[src/hdl/stc_pkg.sv]
package stc_pkg;
    // ------------------------------------------------------------
    // register map
    // ------------------------------------------------------------
    localparam logic [7:0] STC_TCS_OFF = 8'h00; // transmitter_control_status
    localparam logic [7:0] STC_TXB_OFF = 8'h04; // tx_holding_buffer
    localparam logic [7:0] STC_CFG_OFF = 8'h08; // sync fill character
    // ------------------------------------------------------------
    // field positions
    // ------------------------------------------------------------
    localparam int STC_B_FILL = 15;
    localparam int STC_B_LOOPD = 14;
    localparam int STC_B_SSCLK = 13;
    localparam int STC_B_MODE_HI = 12;
    localparam int STC_B_MODE_LO = 11;
    localparam int STC_B_RXMON = 10;
    localparam int STC_B_CLR = 8;
    localparam int STC_B_DONE = 7;
    localparam int STC_B_DONE_IE = 6;
    localparam int STC_B_FILL_IE = 5;
    localparam int STC_B_SEND = 4;
    localparam int STC_B_HDX = 3;
    localparam int STC_B_BREAK = 0;
    // ------------------------------------------------------------
    // reset values and modes
    // ------------------------------------------------------------
    localparam logic [7:0] STC_TXB_RST = 8'hff;
    localparam logic [7:0] STC_FILL_RST = 8'h16;
    localparam logic [1:0] STC_MODE_NORMAL = 2'h0;
    localparam logic [1:0] STC_MODE_INT_LOOP = 2'h1;
    localparam logic [1:0] STC_MODE_EXT_LOOP = 2'h2;
    localparam logic [1:0] STC_MODE_SYS_TEST = 2'h3;
    // ------------------------------------------------------------
    // timing
    // ------------------------------------------------------------
    localparam int STC_CLK_PS = 5000;
    localparam int STC_CLR_PULSE_NS = 3000;
    localparam int STC_CLR_CYC = (STC_CLR_PULSE_NS * 1000) / STC_CLK_PS;
    localparam int STC_BIT_CYC_DEF = 16;
endpackage

[src/hdl/stc_txcs.sv]
`timescale 1ns/100ps
// Operation
// - single-step bit clocks link in loop modes
// - two-bit loop mode field, reset clears
// - done sets on reset and first bit
// - done set with enable raises request
// - done read-only, cleared by buffer load
// - done enable gates done request
// - fill enable gates fill-sent request
// - send enables transmit after buffer load
// - send cleared: finish character, then idle
// - enables and send read/write, reset clears
// - one-way turnaround disables receiver while sending
// - fill character sent sets fill flag
// - loop data drives receiver input in loops
module stc_txcs
    import stc_pkg::*;
#(
    parameter int BIT_CYC = STC_BIT_CYC_DEF,
    parameter int CLR_CYC = STC_CLR_CYC
) (
    // clock and reset
    input wire logic clk_i,
    input wire logic nrst_i,
    // apb slave
    input wire logic psel_i,
    input wire logic penable_i,
    input wire logic pwrite_i,
    input wire logic [7:0] paddr_i,
    input wire logic [31:0] pwdata_i,
    output logic [31:0] prdata_o,
    output logic pready_o,
    output logic pslverr_o,
    // serial line
    input wire logic line_rx_i,
    output logic line_tx_o,
    // receiver side
    output logic rx_serial_o,
    output logic rx_bit_clk_o,
    output logic rx_enable_o,
    output logic loop_mode_o,
    // transmitter interrupt request
    output logic tx_irq_o
);
    typedef enum logic [2:0] {
        TX_IDLE = 3'b001,
        TX_DATA = 3'b010,
        TX_FILL = 3'b100
    } stc_tx_state_t;

    typedef struct packed {
        logic fill_sent_flag;
        logic loop_serial_input;
        logic ss_clk;
        logic [1:0] loop_mode_select;
        logic soft_clear;
        logic tx_done;
        logic tx_taken_irq_en;
        logic fill_irq_en;
        logic send;
        logic one_way_turnaround;
        logic brk;
        logic [7:0] tx_holding_buffer;
        logic buf_full;
        logic [7:0] fill_char;
        logic [7:0] shreg;
        logic [3:0] bits_left;
        logic [15:0] bit_cnt;
        logic [15:0] clr_cnt;
        logic ss_prev;
        stc_tx_state_t tx_st;
        logic [31:0] prdata;
        logic pready;
        logic pslverr;
        logic line_tx;
        logic rx_serial;
        logic rx_bit_clk;
        logic rx_enable;
        logic loop_mode;
        logic tx_irq;
    } stc_state_t;

    stc_state_t s_q;
    stc_state_t s_d;

    function automatic stc_state_t init_state(input stc_state_t cur);
        stc_state_t r;
        r = '0;
        r.tx_done = 1'b1;
        r.tx_holding_buffer = STC_TXB_RST;
        r.fill_char = cur.fill_char;
        r.tx_st = TX_IDLE;
        r.line_tx = 1'b1;
        r.rx_serial = 1'b1;
        r.rx_enable = 1'b1;
        return r;
    endfunction

    logic loop_on;
    logic tick;
    logic load;
    logic acc;
    logic [15:0] csr;
    logic rx_level;

    always_comb begin
        s_d = s_q;
        loop_on = (s_q.loop_mode_select == STC_MODE_INT_LOOP) ||
                 (s_q.loop_mode_select == STC_MODE_EXT_LOOP);
        rx_level = loop_on ? s_q.loop_serial_input : line_rx_i;
        csr = '0;
        csr[STC_B_FILL] = s_q.fill_sent_flag;
        csr[STC_B_LOOPD] = s_q.loop_serial_input;
        csr[STC_B_SSCLK] = s_q.ss_clk;
        csr[STC_B_MODE_HI:STC_B_MODE_LO] = s_q.loop_mode_select;
        csr[STC_B_RXMON] = rx_level;
        csr[STC_B_CLR] = s_q.soft_clear;
        csr[STC_B_DONE] = s_q.tx_done;
        csr[STC_B_DONE_IE] = s_q.tx_taken_irq_en;
        csr[STC_B_FILL_IE] = s_q.fill_irq_en;
        csr[STC_B_SEND] = s_q.send;
        csr[STC_B_HDX] = s_q.one_way_turnaround;
        csr[STC_B_BREAK] = s_q.brk;
        // bit timing: free counter in normal, single-step edge in loops
        if (loop_on) begin
            tick = s_q.ss_clk && !s_q.ss_prev;
        end else begin
            tick = (s_q.bit_cnt == 16'(BIT_CYC - 1));
        end
        s_d.ss_prev = s_q.ss_clk;
        s_d.bit_cnt = (loop_on || tick) ? '0 : s_q.bit_cnt + 16'h0001;
        // ------------------------------------------------------------
        // apb access
        // ------------------------------------------------------------
        acc = psel_i && penable_i && !s_q.pready && !s_q.soft_clear;
        load = 1'b0;
        s_d.pready = acc;
        s_d.pslverr = 1'b0;
        if (acc && pwrite_i) begin
            if (paddr_i == STC_TCS_OFF) begin
                s_d.loop_serial_input = pwdata_i[STC_B_LOOPD];
                s_d.ss_clk = pwdata_i[STC_B_SSCLK];
                s_d.loop_mode_select = pwdata_i[STC_B_MODE_HI:STC_B_MODE_LO];
                s_d.tx_taken_irq_en = pwdata_i[STC_B_DONE_IE];
                s_d.fill_irq_en = pwdata_i[STC_B_FILL_IE];
                s_d.send = pwdata_i[STC_B_SEND];
                s_d.one_way_turnaround = pwdata_i[STC_B_HDX];
                s_d.brk = pwdata_i[STC_B_BREAK];
                if (pwdata_i[STC_B_CLR]) begin
                    s_d.soft_clear = 1'b1;
                    s_d.clr_cnt = '0;
                end
            end else if (paddr_i == STC_TXB_OFF) begin
                load = 1'b1;
                s_d.tx_holding_buffer = pwdata_i[7:0];
                s_d.buf_full = 1'b1;
                s_d.tx_done = 1'b0;
            end else if (paddr_i == STC_CFG_OFF) begin
                s_d.fill_char = pwdata_i[7:0];
            end else begin
                s_d.pslverr = 1'b1;
            end
        end else if (acc) begin
            if (paddr_i == STC_TCS_OFF) begin
                s_d.prdata = {16'h0000, csr};
                s_d.fill_sent_flag = 1'b0;
            end else if (paddr_i == STC_CFG_OFF) begin
                s_d.prdata = {24'h000000, s_q.fill_char};
            end else if (paddr_i == STC_TXB_OFF) begin
                s_d.prdata = '0;
            end else begin
                s_d.prdata = '0;
                s_d.pslverr = 1'b1;
            end
        end
        // ------------------------------------------------------------
        // transmitter
        // ------------------------------------------------------------
        if (tick) begin
            if (s_q.bits_left != 4'h0) begin
                s_d.line_tx = s_q.shreg[0];
                s_d.shreg = {1'b1, s_q.shreg[7:1]};
                s_d.bits_left = s_q.bits_left - 4'h1;
            end else if (s_q.buf_full && s_q.send && !load) begin
                s_d.tx_st = TX_DATA;
                s_d.line_tx = s_q.tx_holding_buffer[0];
                s_d.shreg = {1'b1, s_q.tx_holding_buffer[7:1]};
                s_d.bits_left = 4'h7;
                s_d.buf_full = 1'b0;
                s_d.tx_done = 1'b1;
            end else if (s_q.send && s_q.tx_st != TX_IDLE) begin
                s_d.tx_st = TX_FILL;
                s_d.line_tx = s_q.fill_char[0];
                s_d.shreg = {1'b1, s_q.fill_char[7:1]};
                s_d.bits_left = 4'h7;
                s_d.fill_sent_flag = 1'b1;
            end else begin
                s_d.tx_st = TX_IDLE;
                s_d.line_tx = 1'b1;
            end
        end
        if (s_q.brk) begin
            s_d.line_tx = 1'b0;
        end
        // ------------------------------------------------------------
        // outputs
        // ------------------------------------------------------------
        s_d.rx_serial = rx_level;
        s_d.rx_bit_clk = loop_on ? s_q.ss_clk : tick;
        s_d.rx_enable = !(s_d.one_way_turnaround && s_d.send);
        s_d.loop_mode = (s_d.loop_mode_select != STC_MODE_NORMAL);
        s_d.tx_irq = (s_d.tx_done && s_d.tx_taken_irq_en) ||
                     (s_d.fill_sent_flag && s_d.fill_irq_en);
        // soft clear: hold for CLR_CYC, then reinitialise everything except the fill character
        if (s_q.soft_clear) begin
            if (s_q.clr_cnt == 16'(CLR_CYC - 1)) begin
                s_d = init_state(s_q);
            end else begin
                s_d.clr_cnt = s_q.clr_cnt + 16'h0001;
            end
        end
    end

    always_ff @(posedge clk_i) begin
        if (!nrst_i) begin
            s_q <= '{tx_done: 1'b1, tx_holding_buffer: STC_TXB_RST,
                     fill_char: STC_FILL_RST, tx_st: TX_IDLE, line_tx: 1'b1,
                     rx_serial: 1'b1, rx_enable: 1'b1, default: '0};
        end else begin
            s_q <= s_d;
        end
    end

    assign prdata_o = s_q.prdata;
    assign pready_o = s_q.pready;
    assign pslverr_o = s_q.pslverr;
    assign line_tx_o = s_q.line_tx;
    assign rx_serial_o = s_q.rx_serial;
    assign rx_bit_clk_o = s_q.rx_bit_clk;
    assign rx_enable_o = s_q.rx_enable;
    assign loop_mode_o = s_q.loop_mode;
    assign tx_irq_o = s_q.tx_irq;

    // ------------------------------------------------------------
    // checks
    // ------------------------------------------------------------
    done_irq_a: assert property (@(posedge clk_i) disable iff (!nrst_i)
        s_q.tx_done && s_q.tx_taken_irq_en |-> tx_irq_o)
        else $error("done with enable gave no request");
    irq_gate_a: assert property (@(posedge clk_i) disable iff (!nrst_i)
        !s_q.tx_taken_irq_en && !s_q.fill_irq_en |-> !tx_irq_o)
        else $error("request raised while both enables clear");
    fill_gate_a: assert property (@(posedge clk_i) disable iff (!nrst_i)
        s_q.fill_sent_flag && s_q.fill_irq_en |-> tx_irq_o)
        else $error("fill flag with enable gave no request");
    load_clr_a: assert property (@(posedge clk_i) disable iff (!nrst_i)
        load && !tick && !s_q.soft_clear |=> !s_q.tx_done)
        else $error("buffer load did not clear done");
    start_done_a: assert property (@(posedge clk_i) disable iff (!nrst_i)
        s_q.tx_st == TX_DATA && $changed(s_q.buf_full) && !s_q.buf_full |-> s_q.tx_done)
        else $error("first bit out without done");
    hdx_rx_a: assert property (@(posedge clk_i) disable iff (!nrst_i)
        s_q.one_way_turnaround && s_q.send |-> !rx_enable_o)
        else $error("receiver enabled during one-way send");
    clr_pulse_a: assert property (@(posedge clk_i) disable iff (!nrst_i)
        $rose(s_q.soft_clear) |=> !pready_o [*3] ##[1:700] !s_q.soft_clear)
        else $error("soft clear pulse wrong");
    clr_reset_a: assert property (@(posedge clk_i) disable iff (!nrst_i)
        $fell(s_q.soft_clear) |-> !s_q.send && !s_q.tx_taken_irq_en && s_q.tx_done
            && s_q.loop_mode_select == STC_MODE_NORMAL)
        else $error("soft clear left state set");
    loop_in_a: assert property (@(posedge clk_i) disable iff (!nrst_i)
        loop_on && !s_q.soft_clear |=> rx_serial_o == $past(s_q.loop_serial_input))
        else $error("loop data not routed to receiver");
    idle_a: assert property (@(posedge clk_i) disable iff (!nrst_i)
        tick && !s_q.send && s_q.bits_left == 4'h0 && !s_q.soft_clear
            |=> s_q.tx_st == TX_IDLE)
        else $error("transmitter not idle after send cleared");
endmodule

[config.mk]
export PLATFORM = sky130hd
export DESIGN_NAME = stc_txcs
export DESIGN_NICKNAME = d
export VERILOG_FILES = /design/src/hdl/stc_pkg.sv /design/src/hdl/stc_txcs.sv
export SDC_FILE = /design/constraint.sdc
export NUM_CORES = 1
export LEC_CHECK = 0
export BUFFER_PORTS_ARGS = -buffer_cell sky130_fd_sc_hd__buf_2
export CAP_MARGIN = 20
export CORE_AREA = 5 5 113 115
export CTS_CLUSTER_DIAMETER = 60
export DETAILED_ROUTE_END_ITERATION = 12
export DIE_AREA = 0 0 118 120
export GPL_ROUTABILITY_DRIVEN = 0
export PLACE_DENSITY = 0.65
export RECOVER_POWER = 25
export SYNTH_ARGS = -nofsm -noshare
export SYNTH_HDL_FRONTEND = slang
export SYNTH_SLANG_ARGS = --single-unit
[constraint.sdc]
create_clock -name clk_i -period 3.4 [get_ports clk_i]
set_input_delay 0 -clock clk_i [delete_from_list [all_inputs] [get_ports clk_i]]
set_output_delay 0 -clock clk_i [all_outputs]
set_load 0.02 [all_outputs]
### Yosys cells after proc, flatten, opt, wreduce, memory -nomap -nowiden

Cells that the tools add are included.

* $add $sub $neg: 3
* equal/unequal tests: 8
* multiplexer cells: 62
* reductions and logical operators: 26

Operators with widths (count)
* 2-to-1 mux 117 bit: 1
* 2-to-1 mux 16 bit: 6
* 2-to-1 mux 32 bit: 2
* 2-to-1 mux 57 bit: 1
* 2-to-1 mux 12 bit: 4
* 2-to-1 mux 44 bit: 1
* 2-to-1 mux 1 bit: 35
* adder 16 x 1 -> 16 bit, second input constant: 2
* 2-to-1 mux 28 bit: 1
* 2-to-1 mux 8 bit: 3
* 2-to-1 mux 17 bit: 1
* == test 16 x 10 -> 1 bit, second input constant: 1
* == test 16 x 4 -> 1 bit, second input constant: 1
* 2-to-1 mux 3 bit: 4
* logical AND 1 bit: 11
* 2-to-1 mux 5 bit: 2
* 2-to-1 mux 9 bit: 1
* == test 8 x 3 -> 1 bit, second input constant: 1
* == test 8 x 4 -> 1 bit, second input constant: 1
* zero test 8 bit: 1
* nonzero test 2 bit: 4
* zero test 1 bit: 5
* nonzero test 4 bit: 1
* subtractor 4 x 1 -> 4 bit, second input constant: 1
* other kinds (6): 8

* register bits after elaboration: 117
* input port bits: 46
* output and inout bits: 40

### Depth between registers and ports, before layout

* word-level depth: 14
* gate-level depth with buffers: 8
* depth with buffers taken out: 7

### Worst setup path after synthesis

OpenSTA, ideal clock, no wires.

* kind: register to register
* from: register s_q[55] in the netlist's numbering
* to: register s_q (netlist bit prdata_o[15])
* arrival: 1889 ps
* data required time: 3283 ps
* path slack: 1394 ps
* cell stages (with the launch flop): 6
* buffers on the path: 1
* cell sequence: dfxtp_1 > or4_1 > o41ai_2 > a21oi_1 > clkbuf_1 > a22o_1

* cells in the longest elaborated chain, start to end: 3

Ends and longest elaborated chain
* start: declaration: RTL line stc_txcs.sv:83 `stc_state_t s_q;`
* start signal: assignment: RTL line stc_txcs.sv:226 `s_q <= '{tx_done: 1'b1, tx_holding_buffer: STC_TXB_RST,`
* == test 16 x 10 -> 1 bit: RTL line stc_txcs.sv:216 `if (s_q.clr_cnt == 16'(CLR_CYC - 1)) begin`
* 2-to-1 mux 44 bit: RTL line stc_txcs.sv:216
* 2-to-1 mux 117 bit: RTL line stc_txcs.sv:215 `if (s_q.soft_clear) begin`

No other way between the ends.
A chain may end at the register's enable or synchronous reset.

### Worst setup path after layout

* from: register s_q (netlist bit csr[8])
* to: register s_q[55] in the netlist's numbering

* cells in the longest elaborated chain, start to end: 5
* elaborated cells on any way between the ends: 8
* those cells by class: 1 x mux; 7 x reduce/logical

Ends and longest elaborated chain
* zero test 1 bit: RTL line stc_txcs.sv:135 `acc = psel_i && penable_i && !s_q.pready && !s_q.soft_clear;`
* logical AND 1 bit: RTL line stc_txcs.sv:135
* logical AND 1 bit: RTL line stc_txcs.sv:139 `if (acc && pwrite_i) begin`
* nonzero test 2 bit (no line)
* AND reduction 3 bit (no line)

Parallel ways exist; a longest one is shown, timed or not.

==> metrics <==
status=finished, final reports clean; post-CTS sizing=0; Mapped Cells=~550; DRT iter0 DRCs=~260; port bufs=between 60 and 70; hpwl dp=just over 8000 um; count leader, synth=dfxtp_1; total die area=around 14000 sq um; CTS max path bufs=2; Root Buffer=clkbuf_16; Yosys top cell area share=between 40% and 50%; slew of the pin with the lowest slew margin=935 ps; Max FO, Critical Path=21; Worst path slowest cell=nor4_4; Starting Density=43.7%; Ys Warns=0; final number of setup-violating endpoints=0; Leak Pwr=about 0.0022 uW; Synth area leader=dfxtp_1; Hold Path Class=primary input to register; Max stage delay on crit path=about 650 ps; Routed WL per cell=between 15 and 20 um; Max Freq=just under 400 MHz; endpoints failing hold=0; final net count=648; Synth Register Bits=about 120; DR vias/cell=roughly 5.5; Clock Latency Late Sink=420 ps; synth unique cells=56; drt pass-1 iters=7; Flop pwr share=43.1%; Commonest cells post-synth=dfxtp_1, nand2_1, nor2_1; number of global-route vias before repair=4108; RSZ-0062 raised after global routing=false; post-route ant nets=0; die height=120 um; Area growth syn-to-layout=17.2%; total power draw=3200 uW; Crit path required time=around 3700 ps; post-synthesis async set-or-reset flop share=0%; clock sink total=117; CTS tree=done; Clock transition at path regs=50 ps; Synth Area per Inst=between 9 and 10 sq um; main combinational cell family by area after synthesis=simple AND/OR/NAND/NOR gates; cell area after synthesis=approximately 5100 sq um; cts bufs inserted=17; mux contribution to synthesized area=between 5 and 6%; XOR/XNOR share of the synthesized area=3.08%; post-synth net total=600; WL final=~12000 um; reg2reg setup slack=approximately 840 ps; critical-path cell list=nand4bb_1 -> nor4_4 -> a21oi_2 -> or4_1 -> a21oi_1; total track usage=between 15 and 20%; crit path kind=register to register; antenna violations before repair=0; switching share of power=21.7%; logic gate share of total power=under 10%; pin count of the biggest net entering global routing=25; sequential cell area fraction in the yosys report=~46%; DRC errors left=0; H-tree depth=4; post-route minimum period=about 2600 ps; Compound-Gate Fraction of Synth Area=between 10 and 15%; fin. max-slew vios=0; number of I/O pins=86; first-pass GRT wire length=about 20000 um; Critical Path Source Type=register; final worst path period share=about three quarters; setup_tns=0 ps; DIE WIDTH=roughly 120 um; critical path capture point type=register; Area contributors post-synth=dfxtp_1, mux2i_1, buf_4, nand2_1, nor2_1; clock network fraction of design power=a little over half; Rows=40; Synth Area in Adders=0.734%; peak supply drop=423 uV; Critical Path AT=between 2000 and 3000 ps; share of layout cells above drive strength 1=13.9%; P per Cell Area=534 nW/um^2; max_cap viols=0; Ant. Diodes=0; reported net switching power=about 700 uW; core area=about 12000 sq um; Simple-Gate Fraction of Synth Area=between 20 and 25%; DR vias=around 4200; clk_skew=approximately 6.5 ps; EDFF count, synth=0; Int Pwr=about 2500 uW; Rel. slew slack=37.2%; grt ovf=0; Main synth FF type=dfxtp_1
==> power groups by stage <==
stage          combinational, uW  sequential (uW)  clock (uW)
6_report                    88.4             1380        1730
5_1_grt                     96.9             1380        1820
4_1_cts                     89.6             1380        1760
3_5_place_dp                76.7             1410           0
3_3_place_gp                75.2             1410           0
2_1_floorplan               40.2             1410           0
==> cell type report <==
| type | instances | area (sq um) |
|---|---|---|
| well taps | 147 | 184 |
| repair buffers | 89 | 489 |
| multi-input cells | 365 | 2370 |
| clock buffers | 19 | 443 |
| clock inverters | 12 | 130 |
| inverters | 9 | 33.8 |
| fillers | 1133 | 5720 |
| flip-flops and latches | 117 | 2340 |
==> stage by stage <==
| stage | hold WS, ps | instance area, sq um | setup WS [ps] | util (%) | cells |
|---|---|---|---|---|---|
| 6_report | 9.28 | 5990 | 843 | 51.2 | 758 |
| 5_1_grt | 25.1 | 5990 | 612 | 51.2 | 758 |
| 4_1_cts | 1.66 | 6040 | 818 | 51.6 | 758 |
| 3_5_place_dp | 237 | 5330 | 832 | 45.5 | 713 |
| 3_3_place_gp | 241 | 5330 | 962 | 45.5 | 713 |
| 2_1_floorplan | 124 | 5110 | 1390 | - | 551 |
==> worst max-delay path: cells and delay by family, from the launching register on <==
kind	cells	cell delay, ps
AO/OA/AOI/OAI	2	510
flip-flops	1	390
AND/OR/NAND/NOR	3	1570
==> per-layer routing <==
metal | vias to the layer above | track usage [%] | share of wire [%]
li1 | 2034 | - | -
met1 | 1991 | 21.0 | 44
met2 | 138 | 28.8 | 48
met3 | 21 | 5.28 | 6.5
met4 | 0 | 6.31 | 1.8
met5 | - | 0 | 0
==> state kept, by name (all words and copies together) (netlist names) <==
name and cells:
rx_bit_clk_o 1, line_tx_o 1, pslverr_o 1, s_q 65
tx_irq_o 1, prdata_o 32, rx_serial_o 1, loop_mode_o 1
rx_enable_o 1, pready_o 1, csr 12
==> cell usage in the layout, fill, tap and decap left out, drive strengths merged, types with 7 or more instances in the layout <==
| cell | netlist | routed |
|---|---|---|
| buf | 43 | 36 |
| nand2 | 52 | 52 |
| nand3 | 23 | 23 |
| nor3 | 13 | 13 |
| and2 | 21 | 21 |
| a31oi | 11 | 11 |
| a21oi | 25 | 25 |
| o31ai | 12 | 12 |
| nor2b | 7 | 7 |
| dlygate4sd3 | 0 | 14 |
| dfxtp | 117 | 117 |
| inv | 9 | 11 |
| nand4 | 7 | 7 |
| mux2i | 27 | 27 |
| a22oi | 8 | 8 |
| nor4 | 7 | 7 |
| o21ai | 14 | 14 |
| clkbuf | 17 | 58 |
| xor2 | 9 | 9 |
| or4 | 11 | 11 |
| nor2 | 41 | 41 |
| a211o | 7 | 7 |
| xnor2 | 9 | 9 |
==> kinds of logic after synthesis <==
| logic type | Yosys count |
|---|---|
| fa+ha+maj | 3 |
| compound gates | 105 |
| mux | 27 |
| flops | 117 |
| simple gates | 212 |
| xor+xnor | 18 |
| buf+inv | 69 |
==> final timing paths <==
check	cells after the start	start	end
max reg2reg	5	csr[8]	s_q[55]
min	3	paddr_i[3]	pslverr_o
min reg2reg	1	s_q[60]	s_q[60]
max	5	csr[8]	s_q[55]
==> timing repair <==
item,CTS,global route
hold buffers,14,0
setup buffers,0,0
endpoints found under the hold margin,29,0
Power figures use the tool's default switching activity.
